`src/verilog/mcpbd_defs.vh`:
```
// Purpose: Constants for the host controller of the two-flash plus RAM package.
// Assumes: Single 40 MHz clock, synchronous active-low reset.
// Notes: Summary of rules follows.
`ifndef MCPBD_DEFS_VH
`define MCPBD_DEFS_VH

`define MCPBD_CLK_NS 25
`define MCPBD_T_ACC_NS 70
`define MCPBD_T_ODIS_NS 1000
`define MCPBD_SYNC_CYC 2
`define MCPBD_ACC_CYC ((`MCPBD_T_ACC_NS + `MCPBD_CLK_NS - 1) / `MCPBD_CLK_NS)
`define MCPBD_ODIS_CYC (`MCPBD_T_ODIS_NS / `MCPBD_CLK_NS)
`define MCPBD_CNT_W 4
`define MCPBD_RD_LAST 4'h4
`define MCPBD_WR_LAST 4'h2

`define MCPBD_ST_IDLE 3'h0
`define MCPBD_ST_SETUP 3'h1
`define MCPBD_ST_STROBE 3'h2
`define MCPBD_ST_HOLD 3'h3
`define MCPBD_ST_PDPROG 3'h4

`define MCPBD_OP_READ 2'h0
`define MCPBD_OP_WRITE 2'h1
`define MCPBD_OP_PDPROG 2'h2

`define MCPBD_TGT_F1 2'h0
`define MCPBD_TGT_F2 2'h1
`define MCPBD_TGT_RAM 2'h2

`define MCPBD_AW 22
`define MCPBD_DW 16
`define MCPBD_LANES_ON 2'h0
`define MCPBD_LANES_OFF 2'h3

`endif

```
`src/verilog/mcpbd_sync2.v`:
```
// Purpose: Two-stage synchroniser for pins sampled from outside the clock domain.
// Assumes: Each bit is independent; words are only read once stable.
// Notes: The first stage feeds only the second stage.
`timescale 1ns/1ps
module mcpbd_sync2 #(
	parameter W = 1
) (
	input wire mclk_i,
	input wire rst_b_i,
	input wire [W-1:0] d_i,
	output reg [W-1:0] q_o
);
	reg [W-1:0] meta_ff;

	always @(posedge mclk_i)
	begin
		if (!rst_b_i)
		begin
			meta_ff <= {W{1'b1}};
			q_o <= {W{1'b1}};
		end
		else
		begin
			meta_ff <= d_i;
			q_o <= meta_ff;
		end
	end
endmodule

```
`src/verilog/mcpbd_host.v`:
```
// Purpose: Host controller driving the shared pins of the two-flash plus RAM package.
// Assumes: User port is on mclk_i; data and ready pins are asynchronous.
// Notes: One access at a time; the user port sees a ready/valid handshake.
`timescale 1ns/1ps
`include "mcpbd_defs.vh"
module mcpbd_host (
	input wire mclk_i,
	input wire rst_b_i,
	input wire cmd_valid_i,
	input wire [1:0] cmd_op_i,
	input wire [1:0] cmd_target_i,
	input wire [`MCPBD_AW-1:0] cmd_addr_i,
	input wire [`MCPBD_DW-1:0] cmd_wdata_i,
	input wire [1:0] cmd_be_i,
	input wire ram_sleep_i,
	input wire flash_one_reset_req_i,
	input wire flash_two_reset_req_i,
	input wire flash_one_unprotect_i,
	input wire flash_two_unprotect_i,
	input wire boot_guard_i,
	input wire [`MCPBD_DW-1:0] dq_i,
	input wire flash_one_ready_i,
	input wire flash_two_ready_i,
	output reg cmd_ready_o,
	output reg cmd_err_o,
	output reg rd_valid_o,
	output reg [`MCPBD_DW-1:0] rd_data_o,
	output reg ram_asleep_o,
	output reg [1:0] flash_busy_o,
	output reg flash_one_select_n_o,
	output reg flash_two_select_n_o,
	output reg ram_select_n_o,
	output reg ram_awake_o,
	output reg oe_n_o,
	output reg we_n_o,
	output reg low_byte_select_n_o,
	output reg high_byte_select_n_o,
	output reg sleep_program_n_o,
	output reg [`MCPBD_AW-1:0] addr_o,
	output reg [`MCPBD_DW-1:0] dq_o,
	output reg dq_oe_n_o,
	output reg flash_one_reset_n_o,
	output reg flash_two_reset_n_o,
	output reg flash_one_high_voltage_level_o,
	output reg flash_two_high_voltage_level_o,
	output reg boot_guard_boost_o
);
	reg [2:0] state_ff;
	reg [2:0] nxt_state;
	reg [`MCPBD_CNT_W-1:0] cnt_ff;
	reg [`MCPBD_CNT_W-1:0] nxt_cnt;
	reg op_wr_ff;
	reg [1:0] tgt_ff;
	reg pd_done_ff;
	reg rw_seen_ff;
	reg legal;
	reg [1:0] be_ff;
	wire accept;
	wire quiet;
	wire any_reset;
	wire strobe_end;
	wire [`MCPBD_DW-1:0] dq_sync;
	wire [1:0] ready_sync;

	mcpbd_sync2 #(.W(`MCPBD_DW)) u_dq_sync (
		.mclk_i(mclk_i),
		.rst_b_i(rst_b_i),
		.d_i(dq_i),
		.q_o(dq_sync)
	);

	mcpbd_sync2 #(.W(2)) u_rdy_sync (
		.mclk_i(mclk_i),
		.rst_b_i(rst_b_i),
		.d_i({flash_two_ready_i, flash_one_ready_i}),
		.q_o(ready_sync)
	);

	assign accept = cmd_valid_i & cmd_ready_o;
	assign any_reset = ~flash_one_reset_n_o | ~flash_two_reset_n_o;
	// Reset entry and sleep pins may move only while every select is already high and no access starts.
	assign quiet = flash_one_select_n_o & flash_two_select_n_o & ram_select_n_o &
		~(accept & legal);
	assign strobe_end = (state_ff == `MCPBD_ST_STROBE) &&
		(cnt_ff == (op_wr_ff ? `MCPBD_WR_LAST : `MCPBD_RD_LAST));

	// Decide whether a command maps onto one of the permitted pin combinations.
	always @*
	begin
		legal = 1'b0;
		case (cmd_op_i)
			`MCPBD_OP_PDPROG:
				legal = ~pd_done_ff & ~rw_seen_ff & ram_awake_o & ~any_reset;
			`MCPBD_OP_READ, `MCPBD_OP_WRITE:
				case (cmd_target_i)
					`MCPBD_TGT_F1:
						legal = flash_one_reset_n_o;
					`MCPBD_TGT_F2:
						legal = flash_two_reset_n_o;
					`MCPBD_TGT_RAM:
						legal = ram_awake_o & ~any_reset &
							(cmd_op_i == `MCPBD_OP_READ || cmd_be_i != 2'h0);
					default:
						legal = 1'b0;
				endcase
			default:
				legal = 1'b0;
		endcase
	end

	always @*
	begin
		nxt_state = state_ff;
		nxt_cnt = cnt_ff;
		case (state_ff)
			`MCPBD_ST_IDLE:
			begin
				nxt_cnt = {`MCPBD_CNT_W{1'b0}};
				if (accept && legal)
					nxt_state = (cmd_op_i == `MCPBD_OP_PDPROG) ?
						`MCPBD_ST_PDPROG : `MCPBD_ST_SETUP;
			end
			`MCPBD_ST_SETUP:
				nxt_state = `MCPBD_ST_STROBE;
			`MCPBD_ST_STROBE:
			begin
				nxt_cnt = cnt_ff + 1'b1;
				if (strobe_end)
					nxt_state = `MCPBD_ST_HOLD;
			end
			`MCPBD_ST_HOLD:
				nxt_state = `MCPBD_ST_IDLE;
			`MCPBD_ST_PDPROG:
			begin
				nxt_cnt = cnt_ff + 1'b1;
				if (cnt_ff == `MCPBD_WR_LAST)
					nxt_state = `MCPBD_ST_IDLE;
			end
			default:
				nxt_state = `MCPBD_ST_IDLE;
		endcase
	end

	always @(posedge mclk_i)
	begin
		if (!rst_b_i)
		begin
			state_ff <= `MCPBD_ST_IDLE;
			cnt_ff <= {`MCPBD_CNT_W{1'b0}};
			op_wr_ff <= 1'b0;
			tgt_ff <= `MCPBD_TGT_F1;
			pd_done_ff <= 1'b0;
			rw_seen_ff <= 1'b0;
			cmd_ready_o <= 1'b0;
			cmd_err_o <= 1'b0;
			rd_valid_o <= 1'b0;
			rd_data_o <= {`MCPBD_DW{1'b0}};
			ram_asleep_o <= 1'b0;
			flash_busy_o <= 2'h0;
			flash_one_select_n_o <= 1'b1;
			flash_two_select_n_o <= 1'b1;
			ram_select_n_o <= 1'b1;
			ram_awake_o <= 1'b1;
			oe_n_o <= 1'b1;
			we_n_o <= 1'b1;
			low_byte_select_n_o <= 1'b1;
			high_byte_select_n_o <= 1'b1;
			sleep_program_n_o <= 1'b1;
			addr_o <= {`MCPBD_AW{1'b0}};
			dq_o <= {`MCPBD_DW{1'b0}};
			dq_oe_n_o <= 1'b1;
			flash_one_reset_n_o <= 1'b1;
			flash_two_reset_n_o <= 1'b1;
			flash_one_high_voltage_level_o <= 1'b0;
			flash_two_high_voltage_level_o <= 1'b0;
			boot_guard_boost_o <= 1'b0;
		end
		else
		begin
			state_ff <= nxt_state;
			cnt_ff <= nxt_cnt;
			cmd_ready_o <= (nxt_state == `MCPBD_ST_IDLE);
			cmd_err_o <= accept & ~legal;
			rd_valid_o <= 1'b0;
			flash_busy_o <= ~ready_sync;
			ram_asleep_o <= ~ram_awake_o;
			flash_one_high_voltage_level_o <= flash_one_unprotect_i;
			flash_two_high_voltage_level_o <= flash_two_unprotect_i;
			boot_guard_boost_o <= ~boot_guard_i;
			case (state_ff)
				`MCPBD_ST_IDLE:
				begin
					flash_one_select_n_o <= 1'b1;
					flash_two_select_n_o <= 1'b1;
					ram_select_n_o <= 1'b1;
					oe_n_o <= 1'b1;
					we_n_o <= 1'b1;
					low_byte_select_n_o <= 1'b1;
					high_byte_select_n_o <= 1'b1;
					sleep_program_n_o <= 1'b1;
					dq_oe_n_o <= 1'b1;
					// Reset entry and sleep change only between accesses, with all selects high; a held reset releases in idle once its request drops.
					flash_one_reset_n_o <= ~(flash_one_reset_req_i &
						(~flash_one_reset_n_o | (ram_awake_o & quiet)));
					flash_two_reset_n_o <= ~(flash_two_reset_req_i &
						(~flash_two_reset_n_o | (ram_awake_o & quiet)));
					if (quiet && !any_reset)
						ram_awake_o <= ~ram_sleep_i;
					if (accept && legal)
					begin
						op_wr_ff <= (cmd_op_i == `MCPBD_OP_WRITE);
						tgt_ff <= cmd_target_i;
						addr_o <= cmd_addr_i;
						dq_o <= cmd_wdata_i;
						if (cmd_op_i == `MCPBD_OP_PDPROG)
						begin
							sleep_program_n_o <= 1'b0;
							pd_done_ff <= 1'b1;
						end
						else
							rw_seen_ff <= 1'b1;
					end
				end
				`MCPBD_ST_SETUP:
				begin
					// Exactly one select goes low.
					flash_one_select_n_o <= (tgt_ff != `MCPBD_TGT_F1);
					flash_two_select_n_o <= (tgt_ff != `MCPBD_TGT_F2);
					ram_select_n_o <= (tgt_ff != `MCPBD_TGT_RAM);
					if (tgt_ff == `MCPBD_TGT_RAM && op_wr_ff)
					begin
						low_byte_select_n_o <= ~cmd_lane(1'b0);
						high_byte_select_n_o <= ~cmd_lane(1'b1);
					end
					else if (tgt_ff == `MCPBD_TGT_RAM)
					begin
						low_byte_select_n_o <= 1'b0;
						high_byte_select_n_o <= 1'b0;
					end
					dq_oe_n_o <= ~op_wr_ff;
				end
				`MCPBD_ST_STROBE:
				begin
					oe_n_o <= op_wr_ff;
					we_n_o <= ~op_wr_ff;
					if (strobe_end && !op_wr_ff)
					begin
						rd_data_o <= dq_sync;
						rd_valid_o <= 1'b1;
					end
					if (strobe_end)
					begin
						oe_n_o <= 1'b1;
						we_n_o <= 1'b1;
					end
				end
				`MCPBD_ST_HOLD:
				begin
					oe_n_o <= 1'b1;
					we_n_o <= 1'b1;
				end
				`MCPBD_ST_PDPROG:
					sleep_program_n_o <= (cnt_ff == `MCPBD_WR_LAST);
				default:
				begin
					oe_n_o <= 1'b1;
					we_n_o <= 1'b1;
				end
			endcase
		end
	end

	always @(posedge mclk_i)
	begin
		if (!rst_b_i)
			be_ff <= `MCPBD_LANES_ON;
		else if (accept && legal)
			be_ff <= cmd_be_i;
	end

	// Byte enable bit 0 is the low lane, bit 1 the high lane.
	function cmd_lane;
		input sel;
		begin
			cmd_lane = sel ? be_ff[1] : be_ff[0];
		end
	endfunction
endmodule

```
`config.mk`:
```
export PLATFORM = sky130hd
export DESIGN_NAME = mcpbd_host
export DESIGN_NICKNAME = d
export VERILOG_FILES = /design/src/verilog/mcpbd_sync2.v /design/src/verilog/mcpbd_host.v
export VERILOG_INCLUDE_DIRS = /design/src /design/src/verilog
export SDC_FILE = /design/constraint.sdc
export NUM_CORES = 1
export LEC_CHECK = 0
export BUFFER_PORTS_ARGS = -buffer_cell sky130_fd_sc_hd__clkbuf_2
export CORE_MARGIN = 10
export CORE_UTILIZATION = 30
export CTS_CLUSTER_DIAMETER = 150
export CTS_CLUSTER_SIZE = 16
export DETAILED_ROUTE_END_ITERATION = 6
export SYNTH_ARGS = -nofsm -noshare
export SYNTH_HDL_FRONTEND = slang
export SYNTH_SLANG_ARGS = --single-unit
```
`constraint.sdc`:
```
create_clock -name mclk_i -period 2.05 [get_ports mclk_i]
set_clock_uncertainty 0.2 [all_clocks]
set_input_delay 0.41 -clock mclk_i [delete_from_list [all_inputs] [get_ports mclk_i]]
set_output_delay 0.41 -clock mclk_i [all_outputs]
set_load 0.02 [all_outputs]
```
Yosys cells after proc, flatten, opt, wreduce, memory -nomap -nowiden:

Cells that the tools add are included.

* eq/ne operators: 13
* muxes and demuxes: 26
* reductions and logical operators: 27
* $add $sub $neg: 1
* bitwise logic cells: 34

Operators by type and width (count)
* $pmux W1 S2: 10
* $not A1 Y1: 16
* $mux W3: 5
* $and A1 B1 Y1: 14
* $pmux W3 S4: 1
* $reduce_and A2 Y1: 5
* $reduce_bool A2 Y1: 5
* $mux W1: 8
* $pmux W4 S2: 1
* $eq A2 B2 Y1 const B: 3
* $logic_not A3 Y1: 2
* $reduce_and A3 Y1: 2
* $reduce_or A2 Y1: 3
* $logic_and A1 B1 Y1: 5
* $add A4 B1 Y4 const B: 1
* $eq A2 B1 Y1 const B: 2
* $eq A4 B2 Y1 const B: 1
* $eq A4 B3 Y1: 1
* $logic_not A2 Y1: 2
* $eq A3 B1 Y1 const B: 1
* $eq A3 B2 Y1 const B: 1
* $eq A3 B3 Y1 const B: 1
* $ne A3 B3 Y1 const B: 1
* $or A1 B1 Y1: 3
* 6 further kinds: 7

* word-level logic and storage cells: 135
* input bits: 71
* register bits: 125
* output and inout bits: 75

Longest topological paths before layout:

Gate-level depths: netlist of the first run.

* depth after elaboration: 14
* gate-level depth with buffers: 7
* depth with buffers taken out: 7

Modules after synthesis:

Synthesis of the first run repeated with hierarchy kept, for this count alone.

* cells, all modules: 464
* area total of the unflattened synthesis: 4536.9 um2

Modules (own cells, without submodules)
* mcpbd_host: cells each 389, instances 1, area an instance 3574.7 um2, seq. area each 1781.7 um2
* mcpbd_sync2 at u_dq_sync: cells each 67, instances 1, area an instance 857.1 um2, seq. area each 640.6 um2
* mcpbd_sync2 at u_rdy_sync: cells each 8, instances 1, area an instance 105.1 um2, seq. area each 80.1 um2

Least setup slack after synthesis of the first run:

Ideal clock, no wire load.

* path kind: reg-to-reg
* start: reg flash_one_reset_n_o
* end: reg op_wr_ff
* data arrival time: 1.981 ns
* path slack: -0.203 ns
* setup time: 0.072 ns
* buffers on the path: 1
* stages on the path, launching flop included: 7
* clock period less this slack: 2.253 ns
* data required time: 1.778 ns
* path through: dfxtp_1 -> o21bai_1 -> a211o_2 -> a211o_4 -> a21oi_4 -> buf_12 -> mux2i_1

* word-level cells in the longest chain between the ends: 9
* elaborated cells on any way between the ends: 10
* classes of those cells: mux (2); bitwise (6); reduce/logical (2)

Ends and longest elaborated chain
* from (decl): RTL line mcpbd_host.v:42 `output reg flash_one_reset_n_o,`
* from (signal assigned): RTL line mcpbd_host.v:203 `flash_one_reset_n_o <= ~(flash_one_reset_req_i &`
* $not A1 Y1: RTL line mcpbd_host.v:80 `assign any_reset = ~flash_one_reset_n_o | ~flash_two_reset_n_o;`
* $or A1 B1 Y1: RTL line mcpbd_host.v:80
* $not A1 Y1: RTL line mcpbd_host.v:93, mcpbd_host.v:101
* $and A1 B1 Y1 (2 in series): RTL line mcpbd_host.v:101 `legal = ram_awake_o & ~any_reset &`
* $pmux W1 S3: RTL line mcpbd_host.v:95 `case (cmd_target_i)`
* $pmux W1 S2 (*): RTL line mcpbd_host.v:91 `case (cmd_op_i)`
* $logic_and A1 B1 Y1 (*): RTL line mcpbd_host.v:209 `if (accept && legal)`
* $reduce_and A2 Y1 (no line) (*)
* to (signal assigned): RTL line mcpbd_host.v:211 `` op_wr_ff <= (cmd_op_i == `MCPBD_OP_WRITE); ``
* to (decl): RTL line mcpbd_host.v:52 `reg op_wr_ff;`

Every way passes the cells marked *; elsewhere a longest branch is shown, timed or not.
A chain may end at the register's enable or synchronous reset.

Worst setup path in the final report of the first run:

* start: reg flash_one_reset_n_o
* end: reg addr_o[0]

* word-level cells in the longest chain between the ends: 9
* elaborated cells on any way between the ends: 10
* classes of those cells: mux (2); bitwise (6); reduce/logical (2)

Ends and longest elaborated chain
* $not A1 Y1: RTL line mcpbd_host.v:80
* $or A1 B1 Y1: RTL line mcpbd_host.v:80
* $not A1 Y1: RTL line mcpbd_host.v:93, mcpbd_host.v:101
* $and A1 B1 Y1 (2 in series): RTL line mcpbd_host.v:101
* $pmux W1 S3: RTL line mcpbd_host.v:95
* $pmux W1 S2 (*): RTL line mcpbd_host.v:91
* $logic_and A1 B1 Y1 (*): RTL line mcpbd_host.v:209
* $reduce_and A2 Y1 (no line) (*)
* to (signal assigned): RTL line mcpbd_host.v:169 `` addr_o <= {`MCPBD_AW{1'b0}}; ``
* to (signal assigned): RTL line mcpbd_host.v:213 `addr_o <= cmd_addr_i;`
* to (decl): RTL line mcpbd_host.v:39 `` output reg [`MCPBD_AW-1:0] addr_o, ``

Marked as above.

==> out/results.txt, run 1 <==
# diodes: 0
Die Height: 143 um
Final nets: 734
First-pass GRT wire length: 19400 um
Hold Path Class: in2reg
Reg2Reg Setup Slack: -0.09 ns
# DRC: 0
Setup crit end: addr_o[0]
Synth Register Bits: 125
Compound-cell area share of the yosys netlist: 0.0638
Synth Instances: 465
Die footprint: 0.0205 mm2
VDD IR max: 0.000502 V
Number of setup violations in the final report: 27
Max clock buf depth: 2
Start point of the critical path: flash_one_reset_n_o
CTS root buffer: clkbuf_16
Hold WS: 0.0272 ns
Reg-to-reg endpoint: addr_o[0]
Routability cong.: 0.841
Max-slew violation count: 0
Mapped cell area: 0.00455 mm2
Routed WL: 12400 um
Crit path launch type: flip-flop
Layout cells sized above 1: 0.332
Non-Filler Cell Area, Final: 0.00662 mm2
Fmax: 467 MHz
Final Util: 0.450
PwrDens: 950 mW/mm2
Top-count cell post-synth: dfxtp_1
# clock sinks: 125
Post-synthesis xor/xnor area fraction: 0.00578
Share of the synthesized area in the top cell type: 0.550
Port Buffer Count: 145
Largest net degree at the start of global routing: 69
Status: finished with violations
Post-synth top area cell: dfxtp_1
Max-slew headroom: 0.667
Synth warn: 0
Leakage: 3.00 nW
Tot GR Track Use: 0.119
CP Capture Type: flip-flop
Via count: 3798
Core area: 0.0147 mm2
Max-cap violation count: 0
Place WS: -0.358 ns
Clock-pin slew on the worst setup and hold paths: 0.06 ns
Top cells by area, synth: dfxtp_1 55%, mux2i_1 13%, nand2_1 8.3%
Hold Violations, Final: 0
Iteration-0 DRC Markers: 199
Yosys cell types: 43
Initial core utilization: 0.309
Vias/cell: 4.43
Post-synthesis sequential area ratio: 0.550
Synth cell count leaders: 125 x dfxtp_1, 101 x nand2_1, 58 x mux2i_1
Final worst path period share: 1.05
Synth Area in Simple Gates: 0.203
WL/cell: 14.5 um
CTS tree: done
Die W: 143 um
Setup slack after layout: -0.0925 ns
Crit path max fanout: 5
Fin cells: 858
Final ANT Viol Nets: 0
Dpl hpwl: 8680 um
Worst r2r src: flash_one_reset_n_o
Placed Area: 0.00558 mm2
Post-synth EDFFs: 0
Synth Flop Type: dfxtp_1
# rows: 44
Placed cells: 793
Initial antenna violation count: 0
Grt total ovfl: 0
Required @ worst endpoint: 2.19 ns
Layout area overhead: 45.5%
IO Count: 146
Period minus WS final: 2.14 ns
Average size of a mapped cell: 9.78 um2
Clock latency on the worst-skew pair: 0.40 ns
Unrepaired setup endpoints after global routing: yes
Synth Area in Adders: 0.00550
Deepest level of the CTS H-tree: 4
Ys async rst share: 0
WP data arrival: 2.28 ns
1st-pass router iterations: 4
CP Class: reg2reg
Failing checks: negative setup slack
TritonCTS buffer count: 17
Syn_nets: 538
Worst Tran Pin Value: 0.495 ns
Largest family of logic cells by synthesized area: simple AND/OR/NAND/NOR gates
Mux cell area share after synthesis: 0.128
Vias in the first global route: 3967
Reg2Reg Depth: 8
how the worst min path moves through the flow:
stage                           start               endpoint  slack (ns)  cells after the start
global route           cmd_wdata_i[3]                dq_o[3]        0.02                      3
global placement    u_rdy_sync.q_o[0]        flash_busy_o[0]        0.17                      1
floorplan           u_rdy_sync.q_o[0]        flash_busy_o[0]        0.17                      1
finish                cmd_wdata_i[12]               dq_o[12]        0.03                      3
CTS                          dq_i[11]  u_dq_sync.meta_ff[11]      0.0006                      2
detailed placement  u_rdy_sync.q_o[1]        flash_busy_o[1]        0.18                      1
registers in the layout, summed over array words and instances (netlist names), 3 cells and up:
signal	flops
u_dq_sync.meta_ff	16
dq_o	16
rd_data_o	16
u_dq_sync.q_o	16
addr_o	22
cnt_ff	4
state_ff	3
repair_timing:
item,in CTS,in global routing
setup buffers,1,5
hold buffers,20,1
hold endpoints to repair,20,1
endpoints found under the setup margin,38,39
resized for setup,1,3
gates cloned,2,4
cells by family after synthesis:
group,Yosys count
flops,125
mux,58
fa+ha+maj,2
buf+inv,35
compound gates,41
simple gates,201
xor+xnor,3
metrics by stage:
step	setup TNS, ns	total power [mW]
2_1_floorplan	-5.86	2.95
3_3_place_gp	-10.51	3.15
3_5_place_dp	-12.97	3.16
4_1_cts	-1.19	6.32
5_1_grt	-4.06	6.53
6_report	-1.65	6.29
layout make-up:
class | count | area (um2)
fillers | 1377 | 8080
flip-flops and latches | 125 | 2500
multi-input cells | 305 | 1850
repair buffers | 204 | 1380
clock buffers | 21 | 480
well taps | 184 | 230
clock inverters | 11 | 139
inverters | 8 | 30.0
critical path, stage by stage (launching register included):
cell       delay, ns
dfxtp_2         0.33
o21bai_1        0.08
a211o_2         0.37
a211o_4         0.35
a21oi_4         0.16
buf_12          0.14
buf_6           0.12
clkbuf_16       0.15
mux2i_1         0.17
placed cells by master (no fill, tap or decap), types with 2 or more instances in the layout:
master / count
clkbuf_2: 144
dfxtp_1: 123
nand2_1: 101
mux2i_1: 58
nand2b_1: 38
nor2_1: 31
buf_4: 27
dlygate4sd3_1: 21
clkbuf_16: 20
o21ai_0: 12
inv_1: 8
nand3_1: 8
nor3_1: 7
a21oi_1: 6
a31oi_1: 5
clkinv_2: 5
clkbuf_8: 4
buf_12: 4
nand3b_1: 3
and2_1: 3
bufinv_16: 3
buf_6: 3
nor4b_1: 2
or3_4: 2
a211oi_1: 2
o32ai_1: 2
o311ai_0: 2
o221ai_1: 2
xnor2_1: 2
ha_1: 2
clkinvlp_4: 2
buf_16: 2
dfxtp_2: 2
where the power goes:
| group | internal [mW] | switching [mW] |
|---|---|---|
| clock | 2.03 | 1.04 |
| combinational | 0.314 | 0.326 |
| sequential | 2.53 | 0.0468 |
metal layers:
| metal | GRT usage | wire [um] | up-vias | share of wire |
|---|---|---|---|---|
| met2 | 0.200 | 6300 | 88 | 0.51 |
| met5 | 0 | 0 | - | 0 |
| met3 | 0.0567 | 807 | 12 | 0.065 |
| met4 | 0.0467 | 189 | 0 | 0.015 |
| li1 | - | - | 1946 | - |
| met1 | 0.127 | 5110 | 1752 | 0.41 |
Power figures use the tool's default switching activity.
==> run 2, diff against run 1 <==
--- a/config.mk
+++ b/config.mk
@@ -7,11 +7,11 @@
 export NUM_CORES = 1
 export LEC_CHECK = 0
 export BUFFER_PORTS_ARGS = -buffer_cell sky130_fd_sc_hd__clkbuf_2
-export CORE_MARGIN = 10
 export CORE_UTILIZATION = 30
 export CTS_CLUSTER_DIAMETER = 150
 export CTS_CLUSTER_SIZE = 16
 export DETAILED_ROUTE_END_ITERATION = 6
+export SKIP_LAST_GASP = 1
 export SYNTH_ARGS = -nofsm -noshare
 export SYNTH_HDL_FRONTEND = slang
 export SYNTH_SLANG_ARGS = --single-unit
==> constraint.sdc (replaced) <==
create_clock -name mclk_i -period 2.15 [get_ports mclk_i]
set_clock_uncertainty 0.2 [all_clocks]
set_input_delay 0.43 -clock mclk_i [delete_from_list [all_inputs] [get_ports mclk_i]]
set_output_delay 0.43 -clock mclk_i [all_outputs]
set_load 0.02 [all_outputs]
==> out/results.txt, run 2 (same netlist as run 1, synthesis figures left out) <==
Non-Filler Cell Area, Final: 0.00643 mm2 (-2.8%)
Initial core utilization: 0.310 (+0.00116)
WP data arrival: 2.22 ns (-0.06 ns)
Layout area overhead: 41.5%
Number of setup violations in the final report: 0 (-100%)
Hold Violations, Final: 0 (unchanged)
First-pass GRT wire length: 17600 um (-9.4%)
# diodes: 0 (unchanged)
Crit-path most repeated cell: buf_4
Status: finished with violations
Die footprint: 0.0157 mm2 (-24%)
Fillers: 1439 (+4.5%)
Final nets: 724 (-1.4%)
CTS root buffer: clkbuf_16
Core area: 0.0146 mm2 (-0.37%)
Top delay family on crit path: compound AO/OA/AOI/OAI gates
Layout cells sized above 1: 0.328 (-0.00403)
Clock-pin slew on the worst setup and hold paths: 0.05 ns (about the same)
Placed cells: 794 (+0.13%)
WL/cell: 12.8 um (-11%)
Period minus WS final: 2.08 ns (-0.0590 ns)
Hold path startpoint: dq_i[4]
Max-slew violation count: 0 (unchanged)
Largest reg by FF count: addr_o
Routability cong.: 0.783 (-6.9%)
Worst Tran Pin Value: 0.472 ns (-0.0231 ns)
Worst Hold End: u_dq_sync.meta_ff[4]
TritonCTS buffer count: 17 (unchanged)
Final ANT Viol Nets: 0 (unchanged)
IO Count: 146 (unchanged)
Leading cell type in the layout, fill and taps excluded: clkbuf_2
Max stage delay on crit path: 0.35 ns (-0.02 ns)
Worst r2r src: flash_one_reset_n_o
Die Height: 125 um (-13%)
VDD IR max: 0.000503 V (+0.37%)
Fin cells: 848 (-1.2%)
# DRC: 2 (+2)
PwrDens: 922 mW/mm2 (-2.9%)
Grt total ovfl: 0 (unchanged)
Failing checks: design-rule violations
CTS tree: done
Initial antenna violation count: 0 (unchanged)
Reg-to-reg endpoint: tgt_ff[0]
# clock sinks: 125 (unchanged)
Max-slew headroom: 0.683 (+0.0155)
Commonest cells after routing, fill and taps aside: 144 x clkbuf_2, 124 x dfxtp_1, 101 x nand2_1, 58 x mux2i_1, 38 x nand2b_1
Iteration-0 DRC Markers: 165 (-17%)
Clock latency on the worst-skew pair: 0.40 ns (about the same)
Port Buffer Count: 145 (unchanged)
Hold Path Class: in2reg
Reg2Reg Depth: 8 (unchanged)
Vias in the first global route: 3813 (-3.9%)
Reg2Reg Setup Slack: 0.07 ns (+0.16 ns)
Hold WS: 0.0227 ns (-0.00445 ns)
Crit path launch type: flip-flop
Max clock buf depth: 2 (unchanged)
# rows: 44 (unchanged)
Routed WL: 10900 um (-12%)
Max FFs per register: 22 (unchanged)
Required @ worst endpoint: 2.29 ns (+0.10 ns)
Vias/cell: 4.49 (+1.4%)
Hold Path Cell Cnt: 2 (-1)
Placed Area: 0.00557 mm2 (-0.20%)
Worst path cell trace: o21bai_1, a211o_2, a211o_4, a21oi_4, buf_4, buf_4, buf_4, mux2i_1
CP Class: reg2reg
Deepest level of the CTS H-tree: 4 (unchanged)
Dpl hpwl: 7460 um (-14%)
Via count: 3807 (+0.24%)
Largest net degree at the start of global routing: 91 (+32%)
Fmax: 480 MHz (+2.8%)
Leakage: 2.91 nW (-2.9%)
1st-pass router iterations: 6 (+2)
WP buf/inv: 3 (unchanged)
Crit path max fanout: 4 (-1)
Final worst path period share: 0.969 (-0.0760)
Max-cap violation count: 0 (unchanged)
Die W: 125 um (-13%)
CP Capture Type: flip-flop
Slowest CP cell: a211o_2
Tot GR Track Use: 0.142 (+0.0230)
## run 2: cell types whose count changed in the layout (fill, tap and decap cells not counted), sizes merged
cell / before / now
clkbuf: 168 / 165
clkinvlp: 2 / 4
clkinv: 6 / 5
inv: 8 / 9
buf: 36 / 33
dlygate4sd3: 21 / 15
## run 2: how the worst max path moves through the flow
stage | start | end | slack [ns] | depth (start not counted)
floorplan | cmd_target_i[1] | op_wr_ff | -0.08 | 6
global placement | cmd_target_i[1] | dq_o[11] | -0.18 | 7
detailed placement | cmd_target_i[1] | addr_o[15] | -0.29 | 7
CTS | flash_two_reset_n_o | addr_o[15] | -0.004 | 6
global route | flash_one_reset_n_o | tgt_ff[1] | -0.01 | 8
finish | flash_one_reset_n_o | tgt_ff[0] | 0.07 | 8
## run 2: final cells by class
cell class / count / area [um2] / area share
Sequential cell: 125 / 2500 / 0.389
Clock inverter: 13 / 165 / 0.0257
Tap cell: 184 / 230 / 0.0358
Inverter: 8 / 30.0 / 0.00467
Timing Repair Buffer: 194 / 1200 / 0.187
Multi-Input combinational cell: 305 / 1850 / 0.287
Clock buffer: 19 / 453 / 0.0704
## run 2: repair_timing
action | 4_1_cts | 5_1_grt
endpoints found under the setup margin | 1 | 38
pin swaps | 0 | 2
hold buffers | 15 | 0
gates cloned | 0 | 3
gates resized for setup | 0 | 1
buffers inserted | 0 | 4
endpoints found under the hold margin | 15 | 0
## run 2: per-stage QoR
stage	utilization	TNS (ns)	setup slack [ns]	total power [mW]
floorplan	-	-3.03	-0.0771	2.81
detailed placement	0.380	-9.67	-0.291	3.01
CTS	0.433	-0.00435	-0.00435	5.97
finish	0.439	0	0.0664	5.93
global placement	0.380	-6.82	-0.183	3.00
global route	0.439	-0.0223	-0.0107	6.18
## run 2: routing by layer
metal	wire (um)	GRT usage
met1	4540	0.155
met2	5610	0.242
met3	606	0.0565
met4	131	0.0667
met5	0	0
## run 2: power by group
part | switching [mW] | leakage [nW] | total (mW) | internal (mW)
Combinational | 0.297 | 1.60 | 0.558 | 0.261
Sequential | 0.0428 | 1.02 | 2.45 | 2.41
Clock | 1.04 | 0.292 | 2.92 | 1.89
